==> src/hw/dsl_pkg.sv <==
// Package: constants and types for the stream discontinuity and load-lock block
package dsl_pkg;
	localparam int NUM_CH = 8;
	localparam int CH_W = 3;
	localparam int DST_ALIGN_W = 3;	// Lane bits of a 64-bit destination bus
	localparam int SRC_ALIGN_W = 2;	// Lane bits of a 32-bit source bus
	localparam int MAP_SPAN = 4096;	// Register map region in bytes
	localparam logic [CH_W-1:0] OWNER_RST = 3'h0;
	localparam logic LOCK_HELD_RST = 1'b0;

	// Instruction classes as seen by the lock arbiter
	typedef enum logic [3:0] {
		INS_NONE,
		INS_LOAD,
		INS_PLOAD,
		INS_STORE,
		INS_PSTORE,
		INS_ZSTORE,
		INS_RBAR,
		INS_WBAR,
		INS_WFP,
		INS_WFE,
		INS_END,
		INS_KILL,
		INS_ABORT,
		INS_OTHER
	} dsl_instr_t;

	// Register targeted by a move
	typedef enum logic [1:0] {
		MV_SRC,
		MV_DST,
		MV_CTL
	} dsl_mvtgt_t;

	// Control fields that matter for stream continuity
	typedef struct packed {
		logic [2:0] swapSize;
		logic dstInc;
		logic [2:0] dstBeat;
		logic srcInc;
		logic [2:0] srcBeat;
	} dsl_ctl_t;

	typedef enum {
		RS_RUN,
		RS_DRAIN_RD,
		RS_DRAIN_ALL,
		RS_FLUSH
	} dsl_rs_state_t;

	typedef struct packed {
		logic held;
		logic [CH_W-1:0] owner;
	} dsl_lock_t;
endpackage

==> src/hw/dsl_lock_if.sv <==
// Interface: instruction issue from the channel sequencer toward the load-lock arbiter
`timescale 1ns/100ps
interface dsl_lock_if;
	import dsl_pkg::*;
	dsl_instr_t instr;
	logic [CH_W-1:0] ch;
	logic issue;
	logic grant;
	logic held;
	logic [CH_W-1:0] owner;
	modport arb(input instr, input ch, input issue, output grant, output held, output owner);
	modport req(output instr, output ch, output issue, input grant, input held, input owner);
endinterface

==> src/hw/dsl_load_lock.sv <==
// Load-lock arbiter for the shared data FIFO
`timescale 1ns/100ps
module dsl_load_lock (
	input wire logic clk,
	input wire logic rst_n,
	dsl_lock_if.arb lk
);
	import dsl_pkg::*;

	dsl_lock_t s;
	dsl_lock_t next_s;
	logic isLoad;
	logic isRelease;

	////////////////////////////////////////////////////////////////
	// Classify instruction
	always_comb begin
		isLoad = lk.issue && (lk.instr == INS_LOAD || lk.instr == INS_PLOAD);
		isRelease = 1'b0;
		if (lk.issue) begin
			case (lk.instr)
				INS_STORE, INS_PSTORE, INS_ZSTORE: isRelease = 1'b1;
				INS_RBAR, INS_WBAR: isRelease = 1'b1;
				INS_WFP, INS_WFE: isRelease = 1'b1;
				INS_END, INS_KILL, INS_ABORT: isRelease = 1'b1;
				default: isRelease = 1'b0;
			endcase
		end
	end

	// Grant is combinational so a stalled load retries every cycle
	assign lk.grant = isLoad && (!s.held || s.owner == lk.ch);
	assign lk.held = s.held;
	assign lk.owner = s.owner;

	////////////////////////////////////////////////////////////////
	// Token: free or held by exactly one channel
	always_comb begin
		next_s = s;
		if (lk.grant) begin
			next_s.held = 1'b1;
			next_s.owner = lk.ch;
		end else if (isRelease && s.held && s.owner == lk.ch) begin
			next_s.held = 1'b0;
			next_s.owner = OWNER_RST;
		end
	end

	always_ff @(posedge clk or negedge rst_n) begin
		if (!rst_n) begin
			s <= '{held: LOCK_HELD_RST, owner: OWNER_RST};
		end else begin
			s <= next_s;
		end
	end
endmodule

==> src/hw/dsl_stream_ctrl.sv <==
// Top: stream discontinuity resync per channel plus load-lock arbitration
`timescale 1ns/100ps
// Operation
// - Destination lane, swap size, increment or fixed-address beat change means destination discontinuity
// - Dest break: halt, drain all, flush, resume
// - Source lane, increment or beat change means source discontinuity
// - Source break: halt, drain reads, keep FIFO
// - One load-lock token, free or single owner
// - Non-owner stalls at load until owning
// - Load claims lock when token free
// - Any store by the owner releases the lock
// - Read or write barrier releases lock
// - Peripheral or event wait releases lock
// - Finish or any abort releases lock
// - Register map spans a 4KB region (MAP_SPAN), decoded outside this block
// - All state clears to zero at reset
module dsl_stream_ctrl #(
	parameter int NCH = dsl_pkg::NUM_CH,
	parameter int DST_AW = dsl_pkg::DST_ALIGN_W,
	parameter int SRC_AW = dsl_pkg::SRC_ALIGN_W
) (
	input wire logic clk,
	input wire logic rst_n,
	input wire logic issue,
	input wire dsl_pkg::dsl_instr_t instr,
	input wire logic [dsl_pkg::CH_W-1:0] issueCh,
	input wire logic [31:0] moveData,
	input wire dsl_pkg::dsl_mvtgt_t moveTarget,
	input wire logic isMove,
	input wire logic [NCH-1:0] rdPending,
	input wire logic [NCH-1:0] wrPending,
	input wire logic [NCH-1:0] flushDone,
	output logic issueAccept,
	output logic [NCH-1:0] chHalted,
	output logic [NCH-1:0] fifoFlushReq,
	output logic [NCH-1:0] dstBreak,
	output logic [NCH-1:0] srcBreak,
	output logic lockHeld,
	output logic [dsl_pkg::CH_W-1:0] lockOwner
);
	import dsl_pkg::*;

	// Per-channel architectural copies of continuity-relevant state
	typedef struct packed {
		dsl_rs_state_t st;
		dsl_ctl_t ctl;
		logic [DST_AW-1:0] dAlign;
		logic [SRC_AW-1:0] sAlign;
		logic dstB;
		logic srcB;
	} dsl_chan_t;

	typedef struct packed {
		dsl_chan_t [NCH-1:0] ch;
	} dsl_state_t;

	dsl_state_t s;
	dsl_state_t next_s;
	dsl_lock_if lk();
	logic running;
	dsl_ctl_t newCtl;
	// Break decision for the issuing channel and the triggers behind it.
	// Only one channel issues per cycle, so one set of flags serves them all
	// and the per-channel loop below only has to act on the result.
	logic dHit;
	logic sHit;
	logic dLaneChg;
	logic sLaneChg;
	logic swapChg;
	logic dIncChg;
	logic dBeatChg;
	logic sIncChg;
	logic sBeatChg;

	dsl_load_lock u_lock (
		.clk(clk),
		.rst_n(rst_n),
		.lk(lk)
	);

	////////////////////////////////////////////////////////////////
	// Issue path: halted channels can issue only kill or abort, loads need the token
	always_comb begin
		running = (s.ch[issueCh].st == RS_RUN);
		newCtl = dsl_ctl_t'(moveData[$bits(dsl_ctl_t)-1:0]);	// Bits above the control fields are ignored
	end

	assign lk.instr = instr;
	assign lk.ch = issueCh;
	// Aborts pass even while halted so the token never leaks
	assign lk.issue = issue && (running || instr == INS_KILL || instr == INS_ABORT);
	assign issueAccept = issue && (running || instr == INS_KILL || instr == INS_ABORT)
		&& ((instr != INS_LOAD && instr != INS_PLOAD) || lk.grant);
	assign lockHeld = lk.held;
	assign lockOwner = lk.owner;

	////////////////////////////////////////////////////////////////
	// Register map: controls arrive here as plain ports, so this block
	// holds no address decoder. The wrapper that puts these controls on a
	// bus owns the fixed offsets inside the map's span (MAP_SPAN)

	////////////////////////////////////////////////////////////////
	// Change classifier for the issuing channel, one flag per trigger.
	// Every flag compares the moved value with the channel's live copy,
	// so rewriting a register with what it already holds is free
	always_comb begin
		dLaneChg = 1'b0;
		sLaneChg = 1'b0;
		swapChg = 1'b0;
		dIncChg = 1'b0;
		dBeatChg = 1'b0;
		sIncChg = 1'b0;
		sBeatChg = 1'b0;
		case (moveTarget)
			MV_DST: begin
				// Low address bits pick the write lane of the wide bus
				dLaneChg = moveData[DST_AW-1:0] != s.ch[issueCh].dAlign;
			end
			MV_SRC: begin
				// Low address bits pick the read lane of the narrow bus
				sLaneChg = moveData[SRC_AW-1:0] != s.ch[issueCh].sAlign;
			end
			MV_CTL: begin
				swapChg = newCtl.swapSize != s.ch[issueCh].ctl.swapSize;
				dIncChg = newCtl.dstInc != s.ch[issueCh].ctl.dstInc;
				// Beat size only moves lanes while the destination address is fixed
				dBeatChg = !newCtl.dstInc && newCtl.dstBeat != s.ch[issueCh].ctl.dstBeat;
				sIncChg = newCtl.srcInc != s.ch[issueCh].ctl.srcInc;
				// Any source beat change re-packs the read lanes, fixed or not
				sBeatChg = newCtl.srcBeat != s.ch[issueCh].ctl.srcBeat;
			end
			default: begin
				dLaneChg = 1'b0;
			end
		endcase
		// The flags are only acted on for an accepted move of a running channel
		dHit = dLaneChg || swapChg || dIncChg || dBeatChg;
		sHit = sLaneChg || sIncChg || sBeatChg;
	end

	////////////////////////////////////////////////////////////////
	// Discontinuity detection and resync sequencing
	always_comb begin
		next_s = s;
		for (int i = 0; i < NCH; i++) begin
			next_s.ch[i].dstB = 1'b0;
			next_s.ch[i].srcB = 1'b0;
			case (s.ch[i].st)
				RS_RUN: begin
					if (issueAccept && isMove && issueCh == CH_W'(i)) begin
						// Keep the live copy current so a repeat of this move is free
						case (moveTarget)
							MV_DST: begin
								next_s.ch[i].dAlign = moveData[DST_AW-1:0];
							end
							MV_SRC: begin
								next_s.ch[i].sAlign = moveData[SRC_AW-1:0];
							end
							MV_CTL: begin
								next_s.ch[i].ctl = newCtl;
							end
							default: begin
								next_s.ch[i].ctl = s.ch[i].ctl;
							end
						endcase
						// Destination break dominates: its drain covers reads too
						if (dHit) begin
							next_s.ch[i].st = RS_DRAIN_ALL;
							next_s.ch[i].dstB = 1'b1;
						end else if (sHit) begin
							next_s.ch[i].st = RS_DRAIN_RD;
							next_s.ch[i].srcB = 1'b1;
						end
					end
				end
				RS_DRAIN_RD: begin
					// FIFO contents kept intact
					if (!rdPending[i]) begin
						next_s.ch[i].st = RS_RUN;
					end
				end
				RS_DRAIN_ALL: begin
					if (!rdPending[i] && !wrPending[i]) begin
						next_s.ch[i].st = RS_FLUSH;
					end
				end
				RS_FLUSH: begin
					if (flushDone[i]) begin
						next_s.ch[i].st = RS_RUN;
					end
				end
				default: begin
					next_s.ch[i].st = RS_RUN;
				end
			endcase
		end
	end

	always_ff @(posedge clk or negedge rst_n) begin
		if (!rst_n) begin
			s <= '0;
		end else begin
			s <= next_s;
		end
	end

	////////////////////////////////////////////////////////////////
	// Status outputs per channel
	// Halt covers every resync phase, so the sequencer needs one stall bit only;
	// the break pulses last one cycle and tell which stream was cut.
	// The purge request stands until the FIFO side answers, so a slow purge
	// simply stretches the halt instead of letting stale data through.
	for (genvar g = 0; g < NCH; g++) begin : gOut
		assign chHalted[g] = s.ch[g].st != RS_RUN;
		assign fifoFlushReq[g] = s.ch[g].st == RS_FLUSH;
		assign dstBreak[g] = s.ch[g].dstB;
		assign srcBreak[g] = s.ch[g].srcB;
	end
endmodule

==> config.mk <==
export PLATFORM = sky130hd
export DESIGN_NAME = dsl_stream_ctrl
export DESIGN_NICKNAME = d
export VERILOG_FILES = /design/src/hw/dsl_pkg.sv /design/src/hw/dsl_lock_if.sv /design/src/hw/dsl_load_lock.sv /design/src/hw/dsl_stream_ctrl.sv
export SDC_FILE = /design/constraint.sdc
export NUM_CORES = 1
export LEC_CHECK = 0
export ABC_AREA = 1
export BUFFER_PORTS_ARGS = -buffer_cell sky130_fd_sc_hd__buf_4
export CORE_ASPECT_RATIO = 1.25
export CORE_MARGIN = 1
export CORE_UTILIZATION = 50
export DETAILED_ROUTE_END_ITERATION = 7
export GPL_TIMING_DRIVEN = 1
export PLACE_DENSITY = 0.78
export SYNTH_ARGS = -nofsm -noshare
export SYNTH_HDL_FRONTEND = slang
export SYNTH_SLANG_ARGS = --single-unit
==> constraint.sdc <==
create_clock -name clk -period 2.7 [get_ports clk]
set_input_delay 0.405 -clock clk [delete_from_list [all_inputs] [get_ports clk]]
set_output_delay 0.405 -clock clk [all_outputs]
set_load 0.01 [all_outputs]
==> results.yml <==
finish:
  final_cell_mix: "nand2_1, dfrtp_1, buf_4"
  area_growth_pct: 17.8
  drive_above_1_share_pct: 16.0
  finalNonFillerCells: 1565
  nets: 1397
  layout_commonest_cell: "nand2_1"
  num_antenna_cells: 0
  fin_util_pct: 60.5
yosys:
  synth_top_area_cell: "dfrtp_1"
  ys_seq_area_share_pct: 45.7
  synth_adder_area_share_pct: 0
  synth_cell_types: 37
  synth_mux_area_share_pct: 0
  synth_seq_cells: 164
  synth-compound-area-share_pct: 9.68
  syn_inst: 1239
  avgSynthCellArea_um2: 7.25
  synth_top_area_share_pct: 45.7
  synthesis.area_um2: 8980
  synth_top_family_by_area: "simple AND/OR/NAND/NOR gates"
  yosysWarnings: 0
  synth_nets: 1308
  synth_area_leaders: "dfrtp_1, nand2_1, nand3_1, o21ai_0, inv_1"
  synth-xor-area-share_pct: 0.293
  synth-simple-area-share_pct: 34.8
sta:
  fin_crit_sh_pct: 92.5
  period_needed_ns: 2.50
  hold_viol_final: 0
  setup_violations: 0
  tightest_slew_ns: 0.542
  finClkSkew_ns: 0.00689
  rsz0062_at_grt: "true"
  hold_ws_ns: 0.343
  maxSlewViolCount: 0
  relSlewSlack_pct: 63.9
  fmax_mhz: 401
  fin_tns_setup_ns: 0
global_route:
  grt_antenna_before_repair: 0
  grt_pass1_wl_mm: 39.4
  grt_max_degree: 60
  grt_use_total_pct: 27.6
  grt.overflow.total: 0
  grt_pass1_vias: 8064
placed_design:
  place_congestion: 0.940
  dpl.hpwl_mm: 16.5
  io_buffers: 84
  numPlacedInstances: 1532
status:
  status: "finished, final reports clean"
worst_setup_path:
  path_depth: 15
  startpoint: "s[19]"
  crit_type: "reg2reg"
  critPathMostFrequentCell: "nand2_1"
  path_cells: "inv_1, nand2_1, a21oi_1, o2111ai_1, nand3_1, nand2_1, inv_2, nand2_1, inv_2, nand3_2, nor3_4, nand2_1, buf_4, nand2_1, o21ai_1"
  cp_slowest_stage_delay_ns: 0.39
  path_max_fanout: 22
  path_delay_family: "simple AND/OR/NAND/NOR gates"
  rrSetupSlack_ns: 0.20
  r2r_start: "s[19]"
  arrival_ns: 2.81
  startpoint_type: "flop"
  cpMaxStageDelayCell: "dfrtp_1"
  critPathRequiredTime_ns: 3.01
  critPathBufInv: 4
  r2r_end: "s[217]"
  worstSetupEndpoint: "s[217]"
  cp-end-kind: "flop"
  r2r_cells: 15
route:
  via_per_inst: 5.37
  finalWirelength_mm: 24.1
  dr.pass1.iters: 5
  wl_per_cell_um: 15.4
  post-route-drc-count: 0
  final_antenna_net_count: 0
  drt_iter0_markers: 685
  num_vias: 8399
power_and_ir_drop:
  power.total_uw: 6460
  seqPwrFrac_pct: 44.9
  power.switching_uw: 1750
  ir_drop_uv: 396
  p_int_uw: 4710
  p_leak_uw: 0.00548
  power_frac_comb_pct: 15.1
  p_clk_share_pct: 40.0
  power.density_nw_per_um2: 611
  sw_frac_of_total_pct: 27.1
run:
  max_cap_viol_count: 0
die:
  ios: 106
  core_area_um2: 17500
  die_h_um: 152
  initial_core_util_pct: 51.3
  die_x_um: 122
  row_count: 54
  dieArea_um2: 18500
cts:
  numCtsBuffers: 17
  numClockSinks: 164
  path_clk_slew_ns: 0.06
  htreeDepth: 4
  clk_path_buf_depth: 2
  insertion_delay_ns: 0.44
  root_buffer: "clkbuf_16"
  cts_tree: "done"
  cts_setup_buffers: 0
hold_path:
  hp-class: "in2reg"
## through the flow
step	instance area [um^2]	setup slack, ns
2_1_floorplan	8980	0.602
3_3_place_gp	9940	0.0756
3_5_place_dp	9940	0.0363
4_1_cts	10600	0.227
5_1_grt	10600	-0.0101
6_report	10600	0.203
## cells in the mapped netlist
cell / number
a22oi_1: 3
nand2_4: 2
buf_2: 24
inv_1: 108
nor3_1: 8
nand4_2: 1
buf_8: 1
nand4_1: 19
buf_6: 6
nor2_4: 5
nand3_2: 2
nand2_2: 5
dfrtp_1: 164
o21ai_0: 92
clkbuf_1: 10
nand3_1: 102
o211ai_1: 2
nor3_4: 1
a31oi_1: 1
o21ai_1: 52
nor2_8: 2
or2_2: 8
nor2_2: 8
xnor2_1: 3
nand3_4: 1
buf_4: 22
nand3b_1: 2
o22ai_1: 3
nor2_1: 46
inv_2: 6
nor4_2: 4
a21oi_1: 12
o21ai_2: 2
buf_1: 3
inv_4: 2
o2111ai_1: 1
nand2_1: 506
## routing by layer
metal | vias up | GRT usage, % | part of all wire [%]
li1 | 4096 | - | -
met2 | 320 | 45.5 | 48
met1 | 3917 | 34.1 | 40
met4 | 0 | 14.1 | 4.0
met5 | - | 0 | 0
met3 | 66 | 5.18 | 7.0
## area by class of cell
type                            count  area, um^2
Inverter                          116         440
Clock inverter                     12         178
Sequential cell                   164        4100
Fill cell                        1574        6920
Multi-Input combinational cell    893        4020
Timing Repair Buffer              136        1100
Clock buffer                       20         457
Tap cell                          224         280
## worst reg2reg max path, cell delays in order, from the launching register on
cell	delay [ns]
dfrtp_1	0.39
inv_1	0.09
nand2_1	0.12
a21oi_1	0.23
o2111ai_1	0.18
nand3_1	0.15
nand2_1	0.08
inv_2	0.08
nand2_1	0.06
inv_2	0.07
nand3_2	0.15
nor3_4	0.27
nand2_1	0.10
buf_4	0.24
nand2_1	0.10
o21ai_1	0.06
## cell families (layout without fill, tap and decap cells)
logic type	count (synthesis)	count (layout)
AND/OR/NAND/NOR	722	722
buffers and inverters	182	284
AO/OA/AOI/OAI	168	168
flip-flops	164	164
XOR/XNOR	3	3
## power by group through the flow
stage,Clock [uW],Combinational (uW),Sequential [uW]
2_1_floorplan,0,616,2910
3_3_place_gp,0,942,2930
3_5_place_dp,0,968,2930
4_1_cts,2610,979,2900
5_1_grt,2720,1110,2930
6_report,2580,977,2900
## state kept, by name, indices dropped and copies added (netlist names)
name / cells
dstBreak: 8
s: 144
srcBreak: 8
u_lock.lk.held: 1
u_lock.lk.owner: 3
## worst min path at each step
stage	depth (start not counted)	slack, ns	endpoint	startpoint
global route	3	0.34	dstBreak[7]	isMove
floorplan	0	0.11	dstBreak[0]	rst_n
detailed placement	1	0.40	s[216]	rst_n
global placement	1	0.42	s[216]	rst_n
CTS	3	0.34	dstBreak[7]	isMove
finish	3	0.34	dstBreak[7]	isMove
## timing repair
item | 4_1_cts | 5_1_grt
resized for setup | 0 | 0
hold endpoints to repair | 55 | 0
hold buffers | 1 | 0
setup endpoints to repair | 0 | 1
Note: power is estimated with default switching activity, not from simulation.
